### src/logic/usart_params.svh
// constants for the serial clock generator and frame engine
`ifndef USART_PARAMS_SVH
`define USART_PARAMS_SVH
`define DIV_W         12
`define DIV_MAX       12'hFFF
`define OVS_NORMAL    5'h10
`define OVS_DOUBLE    5'h08
`define OVS_SYNC      5'h02
`define CHAR_NINE     3'h7
`define PAR_EVEN      2'h2
`define PAR_ODD       2'h3
`define FIFO_DEPTH    16
`define FIFO_AW       4
`define DATA_W        9
`endif

### src/logic/usart_pkg.sv
// types shared by the serial engine files
package usart_pkg;
  typedef enum logic [1:0] {
    MODE_ASYNC,
    MODE_ASYNC_2X,
    MODE_SYNC_MASTER,
    MODE_SYNC_SLAVE
  } clk_mode_t;
  typedef enum logic [2:0] {
    TX_IDLE,
    TX_START,
    TX_DATA,
    TX_PARITY,
    TX_STOP
  } tx_state_t;
  typedef enum logic [2:0] {
    RX_IDLE,
    RX_START,
    RX_DATA,
    RX_PARITY,
    RX_STOP
  } rx_state_t;
endpackage

### src/logic/stream_if.sv
// valid/ready word stream between the serial engine and its fifo
`timescale 1ns/100ps
interface stream_if #(parameter int W = 9);
  logic         valid;
  logic         ready;
  logic [W-1:0] data;
  modport src (output valid, output data, input ready);
  modport snk (input valid, input data, output ready);
endinterface

### src/logic/usart_core.sv
// serial clock generation, frame transmitter and receiver
//
// What this block does
// - four clock modes; sync select picks async or sync operation
// - double speed acts only in async, never in sync mode choice
// - in sync mode pin direction picks master (out) or slave (in)
// - transfer clock pin used only in sync mode, idle otherwise
// - divisor counter runs on mclk, reloads at zero or low write
// - one baud pulse per zero, rate mclk over divisor plus one
// - transmitter divides baud pulses by 16, 8 or 2 per mode
// - receiver takes raw baud pulses, 16, 8 or 2 sample states
// - divisor is high and low parts, twelve bits, 0 to 4095
// - double speed receiver uses 8 samples per bit not 16
// - slave clock synchronised then edge detected, two cycle delay
// - sync data sampled on edge opposite to the change edge
// - polarity clear: change on rise, sample on fall; set swaps
// - one start, 5 to 9 data, none/even/odd parity, 1 or 2 stops
// - order: start, data lsb first, optional parity, stop bits
// - start low, stop high, line idles high between frames
// - one shared format setting for transmitter and receiver
// - receiver checks only first stop bit for framing error
// - parity is xor of data bits, inverted for odd parity
// - size field 7 means nine bits; ninth from separate bit
`timescale 1ns/100ps
`include "usart_params.svh"
module usart_core
  import usart_pkg::*;
(
  // clock and reset
  input  wire logic        mclk,
  input  wire logic        nrst,
  // configuration
  input  wire logic        sync_mode_select,
  input  wire logic        double_speed_bit,
  input  wire logic        transfer_clock_pin_direction,
  input  wire logic        clock_polarity_select,
  input  wire logic [2:0]  char_size_field,
  input  wire logic [1:0]  parity_mode_field,
  input  wire logic        stop_count_select,
  input  wire logic [3:0]  baud_divisor_high,
  input  wire logic [7:0]  baud_divisor_low,
  input  wire logic        baud_divisor_low_wr,
  // transmit data
  input  wire logic [7:0]  tx_data,
  input  wire logic        ninth_transmit_bit,
  input  wire logic        tx_valid,
  output logic             tx_ready,
  // receive data
  output logic [8:0]       rx_data,
  output logic             rx_valid,
  input  wire logic        rx_ready,
  output logic             rx_frame_error,
  output logic             rx_parity_error,
  // serial pins
  output logic             serial_out_pin,
  input  wire logic        serial_in_pin,
  input  wire logic        transfer_clock_pin_in,
  output logic             transfer_clock_pin_out,
  output logic             transfer_clock_pin_oe
);
  // ----------------------------------------------------------------
  // helpers
  // ----------------------------------------------------------------
  function automatic logic [3:0] data_bits(input logic [2:0] sz);
    if (sz == `CHAR_NINE) begin
      data_bits = 4'h9;
    end else if (sz > 3'h3) begin
      data_bits = 4'h8;
    end else begin
      data_bits = 4'(4'h5 + {1'b0, sz});
    end
  endfunction

  function automatic logic parity_of(input logic [8:0] d,
                                     input logic [3:0] n,
                                     input logic       odd);
    logic p;
    p = odd;
    for (int i = 0; i < 9; i++) begin
      if (4'(i) < n) begin
        p = p ^ d[i];
      end
    end
    parity_of = p;
  endfunction

  // ----------------------------------------------------------------
  // mode decode and shared frame format
  // ----------------------------------------------------------------
  clk_mode_t   mode;
  logic [3:0]  nbits;
  logic        par_en, par_odd;
  logic [4:0]  ovs;

  always_comb begin
    if (!sync_mode_select) begin
      mode = double_speed_bit ? MODE_ASYNC_2X : MODE_ASYNC;
    end else begin
      mode = transfer_clock_pin_direction ? MODE_SYNC_MASTER
                                          : MODE_SYNC_SLAVE;
    end
  end

  // one format feeds both directions, so a change hits both
  assign nbits   = data_bits(char_size_field);
  assign par_en  = parity_mode_field[1];
  assign par_odd = parity_mode_field[0];

  // samples per bit for async modes
  always_comb begin
    case (mode)
      MODE_ASYNC:    ovs = `OVS_NORMAL;
      MODE_ASYNC_2X: ovs = `OVS_DOUBLE;
      default:       ovs = `OVS_SYNC;
    endcase
  end

  // ----------------------------------------------------------------
  // baud rate generator
  // ----------------------------------------------------------------
  logic [`DIV_W-1:0] bcnt, next_bcnt;
  logic              baud_tick;
  logic [`DIV_W-1:0] divisor;

  assign divisor   = {baud_divisor_high, baud_divisor_low};
  assign baud_tick = (bcnt == '0);

  // reload on zero or a low-byte write
  always_comb begin
    if (baud_divisor_low_wr || baud_tick) begin
      next_bcnt = divisor;
    end else begin
      next_bcnt = `DIV_W'(bcnt - 1'b1);
    end
  end

  always_ff @(posedge mclk or negedge nrst) begin
    if (!nrst) begin
      bcnt <= '0;
    end else begin
      bcnt <= next_bcnt;
    end
  end

  // ----------------------------------------------------------------
  // transfer clock: master output and slave input
  // ----------------------------------------------------------------
  logic xck_meta, xck_sync;
  logic xck_o, next_xck_o;
  logic xck_lvl, xck_lvl_d;
  logic x_rise, x_fall, x_change, x_sample;

  // master toggles on each baud tick: divide by two
  assign next_xck_o = (mode == MODE_SYNC_MASTER) ?
                      (baud_tick ? ~xck_o : xck_o) : 1'b0;

  // two-flop synchroniser, then edge detector
  always_ff @(posedge mclk or negedge nrst) begin
    if (!nrst) begin
      xck_meta  <= 1'b0;
      xck_sync  <= 1'b0;
      xck_o     <= 1'b0;
      xck_lvl_d <= 1'b0;
    end else begin
      xck_meta  <= transfer_clock_pin_in;
      xck_sync  <= xck_meta;
      xck_o     <= next_xck_o;
      xck_lvl_d <= xck_lvl;
    end
  end

  // pin is driven only as sync master, else released
  assign transfer_clock_pin_out = xck_o;
  assign transfer_clock_pin_oe  = (mode == MODE_SYNC_MASTER);

  // slave relies on a far clock below mclk/4
  assign xck_lvl  = (mode == MODE_SYNC_MASTER) ? xck_o :
                    (mode == MODE_SYNC_SLAVE)  ? xck_sync : 1'b0;
  assign x_rise   = xck_lvl & ~xck_lvl_d;
  assign x_fall   = ~xck_lvl & xck_lvl_d;
  // change and sample on opposite edges
  assign x_change = clock_polarity_select ? x_fall : x_rise;
  assign x_sample = clock_polarity_select ? x_rise : x_fall;

  // ----------------------------------------------------------------
  // serial input synchroniser
  // ----------------------------------------------------------------
  logic rxd_meta, rxd;
  always_ff @(posedge mclk or negedge nrst) begin
    if (!nrst) begin
      rxd_meta <= 1'b1;
      rxd      <= 1'b1;
    end else begin
      rxd_meta <= serial_in_pin;
      rxd      <= rxd_meta;
    end
  end

  // ----------------------------------------------------------------
  // transmitter
  // ----------------------------------------------------------------
  tx_state_t   tst, next_tst;
  logic [4:0]  tdiv, next_tdiv;
  logic [3:0]  tidx, next_tidx;
  logic [8:0]  tsh, next_tsh;
  logic        tout, next_tout;
  logic        tbit, tload, tsync;

  assign tsync = sync_mode_select;
  // one bit time ends on counter wrap or on a change edge
  assign tbit  = tsync ? x_change : (baud_tick && tdiv == 5'h01);
  assign tx_ready = (tst == TX_IDLE) || (tst == TX_STOP && tbit &&
                    (tidx == 4'h0 || !stop_count_select));
  assign tload = tx_valid & tx_ready;

  always_comb begin
    next_tst  = tst;
    next_tdiv = tdiv;
    next_tidx = tidx;
    next_tsh  = tsh;
    next_tout = tout;
    if (!tsync && baud_tick) begin
      next_tdiv = (tdiv == 5'h01) ? ovs : 5'(tdiv - 1'b1);
    end
    case (tst)
      TX_IDLE: begin
        next_tout = 1'b1;
      end
      TX_START: begin
        if (tbit && tsync && tout) begin
          next_tout = 1'b0;
        end else if (tbit) begin
          next_tst  = TX_DATA;
          next_tout = tsh[0];
          next_tidx = 4'h1;
        end
      end
      TX_DATA: begin
        if (tbit) begin
          if (tidx == nbits) begin
            next_tst  = par_en ? TX_PARITY : TX_STOP;
            next_tout = par_en ? parity_of(tsh, nbits, par_odd) : 1'b1;
            next_tidx = stop_count_select ? 4'h1 : 4'h0;
          end else begin
            next_tout = tsh[tidx];
            next_tidx = 4'(tidx + 1'b1);
          end
        end
      end
      TX_PARITY: begin
        if (tbit) begin
          next_tst  = TX_STOP;
          next_tout = 1'b1;
        end
      end
      TX_STOP: begin
        if (tbit) begin
          if (tidx != 4'h0 && stop_count_select) begin
            next_tidx = 4'h0;                        // second stop bit
          end else begin
            next_tst = TX_IDLE;
          end
        end
      end
      default: next_tst = TX_IDLE;
    endcase
    // a new frame may follow the last stop bit directly
    if (tload) begin
      next_tsh  = {ninth_transmit_bit & (nbits == 4'h9), tx_data};
      next_tst  = TX_START;
      next_tout = tsync;                             // sync starts on edge
      next_tdiv = ovs;
    end
  end

  always_ff @(posedge mclk or negedge nrst) begin
    if (!nrst) begin
      tst  <= TX_IDLE;
      tdiv <= `OVS_NORMAL;
      tidx <= '0;
      tsh  <= '0;
      tout <= 1'b1;
    end else begin
      tst  <= next_tst;
      tdiv <= next_tdiv;
      tidx <= next_tidx;
      tsh  <= next_tsh;
      tout <= next_tout;
    end
  end
  assign serial_out_pin = tout;

  // ----------------------------------------------------------------
  // receiver: sample counter on raw baud ticks
  // ----------------------------------------------------------------
  rx_state_t   rst_q, next_rst;
  logic [4:0]  rph, next_rph;
  logic [3:0]  ridx, next_ridx;
  logic [8:0]  rsh, next_rsh;
  logic        rpar, next_rpar;
  logic        rsamp, rmid;
  logic [10:0] out_word, next_out_word;
  logic        out_push, next_out_push;

  // mid-bit in async, sample edge in sync
  assign rmid  = baud_tick && (rph == {1'b0, ovs[4:1]});
  assign rsamp = tsync ? x_sample : rmid;

  always_comb begin
    next_rst      = rst_q;
    next_rph      = rph;
    next_ridx     = ridx;
    next_rsh      = rsh;
    next_rpar     = rpar;
    next_out_word = out_word;
    next_out_push = 1'b0;
    if (!tsync && baud_tick) begin
      next_rph = (rph == ovs) ? 5'h01 : 5'(rph + 1'b1);
    end
    case (rst_q)
      RX_IDLE: begin
        if (!rxd && (tsync ? x_sample : baud_tick)) begin
          next_rst  = tsync ? RX_DATA : RX_START;
          next_rph  = 5'h01;
          next_ridx = 4'h0;
          next_rsh  = '0;
        end
      end
      RX_START: begin
        if (rsamp) begin
          next_rst = rxd ? RX_IDLE : RX_DATA;        // false start reject
        end
      end
      RX_DATA: begin
        if (rsamp) begin
          next_rsh[ridx] = rxd;
          next_ridx      = 4'(ridx + 1'b1);
          if (4'(ridx + 1'b1) == nbits) begin
            next_rst = par_en ? RX_PARITY : RX_STOP;
          end
        end
      end
      RX_PARITY: begin
        if (rsamp) begin
          next_rpar = rxd;
          next_rst  = RX_STOP;
        end
      end
      RX_STOP: begin
        // only the first stop bit is looked at
        if (rsamp) begin
          next_out_word = {~rxd,
                           par_en & (rpar != parity_of(rsh, nbits, par_odd)),
                           rsh};
          next_out_push = 1'b1;
          next_rst      = RX_IDLE;
        end
      end
      default: next_rst = RX_IDLE;
    endcase
  end

  always_ff @(posedge mclk or negedge nrst) begin
    if (!nrst) begin
      rst_q    <= RX_IDLE;
      rph      <= 5'h01;
      ridx     <= '0;
      rsh      <= '0;
      rpar     <= 1'b0;
      out_word <= '0;
      out_push <= 1'b0;
    end else begin
      rst_q    <= next_rst;
      rph      <= next_rph;
      ridx     <= next_ridx;
      rsh      <= next_rsh;
      rpar     <= next_rpar;
      out_word <= next_out_word;
      out_push <= next_out_push;
    end
  end

  // ----------------------------------------------------------------
  // receive fifo; a full fifo drops the word (overrun)
  // ----------------------------------------------------------------
  stream_if #(.W(11)) fin ();
  stream_if #(.W(11)) fout ();
  assign fin.valid = out_push;
  assign fin.data  = out_word;
  assign fout.ready = rx_ready;

  word_fifo #(.W(11), .D(`FIFO_DEPTH), .AW(`FIFO_AW)) word_fifo_i (
    .mclk (mclk),
    .nrst (nrst),
    .wr   (fin),
    .rd   (fout)
  );

  assign rx_valid        = fout.valid;
  assign rx_data         = fout.data[8:0];
  assign rx_parity_error = fout.data[9];
  assign rx_frame_error  = fout.data[10];
endmodule

### src/logic/word_fifo.sv
// parameterised flip-flop fifo with valid/ready on both sides
`timescale 1ns/100ps
module word_fifo #(
  parameter int W  = 9,
  parameter int D  = 16,
  parameter int AW = 4
) (
  // clock and reset
  input  wire logic mclk,
  input  wire logic nrst,
  // fill and drain sides
  stream_if.snk     wr,
  stream_if.src     rd
);
  logic [W-1:0]  mem [D];
  logic [AW-1:0] wp, rp, next_wp, next_rp;
  logic [AW:0]   cnt, next_cnt;
  logic          push, pop;

  // honest full and empty from the occupancy count
  assign wr.ready = (cnt != (AW+1)'(D));
  assign rd.valid = (cnt != '0);
  assign rd.data  = mem[rp];
  assign push     = wr.valid & wr.ready;
  assign pop      = rd.valid & rd.ready;

  // pointer and count next values
  always_comb begin
    next_wp  = push ? AW'(wp + 1'b1) : wp;
    next_rp  = pop  ? AW'(rp + 1'b1) : rp;
    next_cnt = cnt;
    if (push && !pop) begin
      next_cnt = (AW+1)'(cnt + 1'b1);
    end else if (pop && !push) begin
      next_cnt = (AW+1)'(cnt - 1'b1);
    end
  end

  always_ff @(posedge mclk or negedge nrst) begin
    if (!nrst) begin
      wp  <= '0;
      rp  <= '0;
      cnt <= '0;
    end else begin
      wp  <= next_wp;
      rp  <= next_rp;
      cnt <= next_cnt;
    end
  end

  // storage has no reset; contents are only read when counted valid
  always_ff @(posedge mclk) begin
    if (push) begin
      mem[wp] <= wr.data;
    end
  end
endmodule

### config.mk
export PLATFORM = sky130hd
export DESIGN_NAME = usart_core
export DESIGN_NICKNAME = d
export VERILOG_FILES = /design/src/logic/usart_pkg.sv /design/src/logic/stream_if.sv /design/src/logic/usart_core.sv /design/src/logic/word_fifo.sv
export VERILOG_INCLUDE_DIRS = /design/src /design/src/logic
export SDC_FILE = /design/constraint.sdc
export NUM_CORES = 1
export LEC_CHECK = 0
export ABC_AREA = 1
export ABC_CLOCK_PERIOD_IN_PS = 2300
export BUFFER_PORTS_ARGS = -buffer_cell sky130_fd_sc_hd__buf_2
export CELL_PAD_IN_SITES_DETAIL_PLACEMENT = 1
export CELL_PAD_IN_SITES_GLOBAL_PLACEMENT = 2
export CORE_UTILIZATION = 37
export CTS_CLUSTER_DIAMETER = 150
export DETAILED_ROUTE_END_ITERATION = 6
export PLACE_DENSITY = 0.76
export SLEW_MARGIN = 20
export SYNTH_ARGS = -nofsm -noshare
export SYNTH_HDL_FRONTEND = slang
export SYNTH_SLANG_ARGS = --single-unit
### constraint.sdc
create_clock -name mclk -period 2.3 [get_ports mclk]
set_clock_uncertainty 0.15 [all_clocks]
set_input_delay 0.115 -clock mclk [delete_from_list [all_inputs] [get_ports mclk]]
set_output_delay 0.115 -clock mclk [all_outputs]
set_load 0.005 [all_outputs]
==> metrics.csv <==
metric;value;unit
status;finished, violations left;
failing checks;setup timing;
Multi-input gate area;4770;um2
Pwr Density;1110;nW/um2
Worst path max stage delay;0.54;ns
DIE HEIGHT;183;um
synth top area cells;edfxtp_1 (43%), dfrtp_1 (17%), nand2_1 (6.4%);
I/O Pins;54;
setup ws final;-0.257;ns
# rows;66;
clock latency reported for the late side of the worst-skew pair;0.58;ns
largest net degree at the start of global routing;60;
area leader, netlist;edfxtp_1;
DRT Wirelength;34100;um
Tcrit/Tclk final;111;%
Synth warnings;0;
ANT nets after route;0;
Yosys reg bits;263;
total gr overflow;0;
clock transition at the registers of the reported paths;0.06;ns
DRT Pass-1 Iters;4;
CP Capture Type;output pin;
FF-to-FF path depth;17;
vias in the first global route;9603;
Crit Path Max Fanout;12;
routed vias/inst;5.11;
fin util;49.4;%
gpl congestion;0.767;
storage element area;7470;um2
GRT Total Usage;19.9;%
Max Clock Freq;391;MHz
Metal-1 WL;14300;um
unique cell type count in the Yosys netlist;53;
routed len/inst;18.9;um
HP Start;transfer_clock_pin_in;
Final Hold Fails;0;
Design Power;17.8;mW
post-detail-place hpwl;21700;um
Initial DRC Count;412;
top sig layer;met4;
Final setup viols;20;
Hold Path End;xck_meta$_DFF_PN0_;
P&R area growth vs syn;31.7;%
DR DRC count;0;
post-synthesis cell count;1154;
CTS buffer count;30;
Die Width;183;um
Synth Cell Area;12200;um2
Die Area;33600;um2
Slowest-stage cell, CP;dfrtp_4;
max-slew violations;0;
cells along the critical path;buf_12 > buf_16 > o21ai_2 > o32ai_1 > o211ai_1 > nand2_1 > buf_2;
Starting Density;37.5;%
min Tclk post-route;2.56;ns
share of the synthesized area in the top cell type;43.4;%
Final TNS setup;-2.32;ns
Crit Path Class;register to output pin;
first-pass GRT wire length;52300;um
DR WL met2;18100;um
crit path from;word_fifo_i.rp[0]$_DFFE_PN0P_;
CP arrival;2.29;ns
Hold WS;0.0258;ns
flop2flop setup slack;-0.06;ns
syn_area_per_cell;10.5;um2
clock sink count;263;
sequential share of the synthesized area;61.3;%
H-Tree Depth;1;
syn nets;1215;
Slew HR;60.3;%
total number of vias;9246;
Longest Clk Path Bufs;3;
CP top delay family;flip-flops;
startpoint types;register;
Slew @ Worst Pin;0.596;ns
layout cell share with drive strength beyond 1;24.8;%
Layout Nets;1404;
MaxCap Viol Count;0;
initial antenna violation count;1;
r2r endpoint;rsh[4]$_DFFE_PN0P_;
CTS root buffer;clkbuf_16;
fillers;3511;
core area;32500;um2
CTS tree;yes;
Leak;6.45;nW
RSZ-0062 raised after global routing;yes;
WL met3;1060;um
maximum VDD drop;604;uV
Bufs and invs on worst path;3;
Worst Hold Class;input pin to register;
ant diodes;0;
# port buffers;53;
worst hold path depth;2;
Required @ worst endpoint;2.04;ns
r2r startpoint;bcnt[1]$_DFF_PN0_;
cell usage after synthesis, drive strengths merged:
library cell	number
nand2	217
edfxtp	176
nor2	146
o21ai	104
inv	102
dfrtp	82
nand3	53
mux2i	33
o221ai	33
clkbuf	32
xor2	28
a21oi	23
ha	22
o211ai	15
nor3	13
o32ai	11
a31oi	10
nand4	9
buf	7
dfstp	5
o31ai	5
xnor2	5
or2	4
clkinv	3
o22ai	3
a21boi	2
a21o	2
nor4	2
o41ai	2
a211oi	1
a22oi	1
fa	1
nand3b	1
o21a	1
worst register-to-register path, cell delays in order, from the launching register on:
cell	delay, ns
dfrtp_1	0.39
inv_1	0.06
ha_2	0.17
nand2_2	0.07
nor3_4	0.17
nand4_4	0.15
nor2_8	0.16
buf_12	0.12
inv_6	0.03
nand2_8	0.07
nand2_8	0.08
clkinv_8	0.10
nand2_8	0.06
nand2_8	0.11
buf_12	0.14
nand2_4	0.06
nand2_4	0.07
o31ai_4	0.06
placed cells by master (no fill, tap or decap), types with 9 or more instances in the layout:
cell type and n:
edfxtp_1 176, nor2_1 140, buf_2 52, mux2i_1 30, o21ai_2 11, a31oi_1 9, o21ai_1 28, o211ai_1 15
inv_1 88, o21ai_0 62, dlygate4sd3_1 35, nand3_1 44, clkbuf_1 10, o32ai_1 9, o221ai_1 31, buf_4 73
a21oi_1 18, nand2_8 9, dfrtp_1 79, buf_12 11, nand2_4 14, xor2_1 28, nand2_1 170, ha_1 19
buf_6 11, clkbuf_16 36, nor3_1 11, nand2_2 24
power by group:
part	switching, mW	leakage, nW	internal [mW]
clock network	1.97	0.467	2.68
logic	4.08	3.28	3.00
registers	0.544	2.70	5.52
total	6.59	6.45	11.2
metrics by stage:
step	setup slack, ns	cells	instance area (um2)
2_1_floorplan	0.0246	1154	12200
3_3_place_gp	-0.0288	1691	13600
3_5_place_dp	-0.0967	1691	13600
4_1_cts	-0.244	1789	15100
5_1_grt	-0.315	1809	16000
6_report	-0.257	1809	16000
area by class of cell:
class	instances	area share, %
tap	442	3.45
clock inverter	15	0.984
inverter	105	2.78
sequential	263	46.6
timing repair buffer	195	11.4
clock buffer	41	5.00
multi-input combinational	748	29.8
metal layers:
| metal | track usage, % | vias to the layer above |
|---|---|---|
| met1 | 24.4 | 4650 |
| met4 | 5.23 | 0 |
| met2 | 36.8 | 139 |
| li1 | - | 4412 |
| met5 | 0 | - |
| met3 | 2.50 | 45 |
sequential cells by signal (all words and copies together) (netlist names), 4 cells and up:
register and cells:
word_fifo_i.mem 176, rsh 9, tidx 4, bcnt 12, tdiv 5, word_fifo_i.rp 4, word_fifo_i.wp 4, ridx 4
word_fifo_i.cnt 5, fin.data 11, rph 5, tsh 9
kinds of logic (layout without fill, tap and decap cells):
logic type      count (synthesis)  in the layout  synth area share, %
simple gates                  445            446                 15.7
fa+ha+maj                      23             23                 2.43
flops                         263            263                 61.3
buf+inv                       144            356                 4.56
mux                            33             33                 2.71
xor+xnor                       33             33                 2.37
compound gates                213            213                 10.9
worst max path at each step:
stage | slack (ns) | end | cells past startpoint
after floorplan | 0.02 | word_fifo_i.cnt[4]$_DFFE_PN0P_ | 13
after global placement | -0.03 | serial_out_pin$_DFFE_PN1P_ | 18
after detailed placement | -0.1 | serial_out_pin$_DFFE_PN1P_ | 22
after CTS | -0.24 | rx_parity_error | 7
after global routing | -0.31 | rx_data[2] | 7
final | -0.26 | rx_data[2] | 7
what timing repair did:
action / CTS / global route
buffers inserted: 3 / 13
endpoints found under the hold margin: 131 / 0
gates resized for setup: 27 / 174
gates cloned: 3 / 7
pin swaps: 16 / 41
hold buffers: 36 / 0
endpoints found under the setup margin: 15 / 64
(Power assumes the default switching activity.)
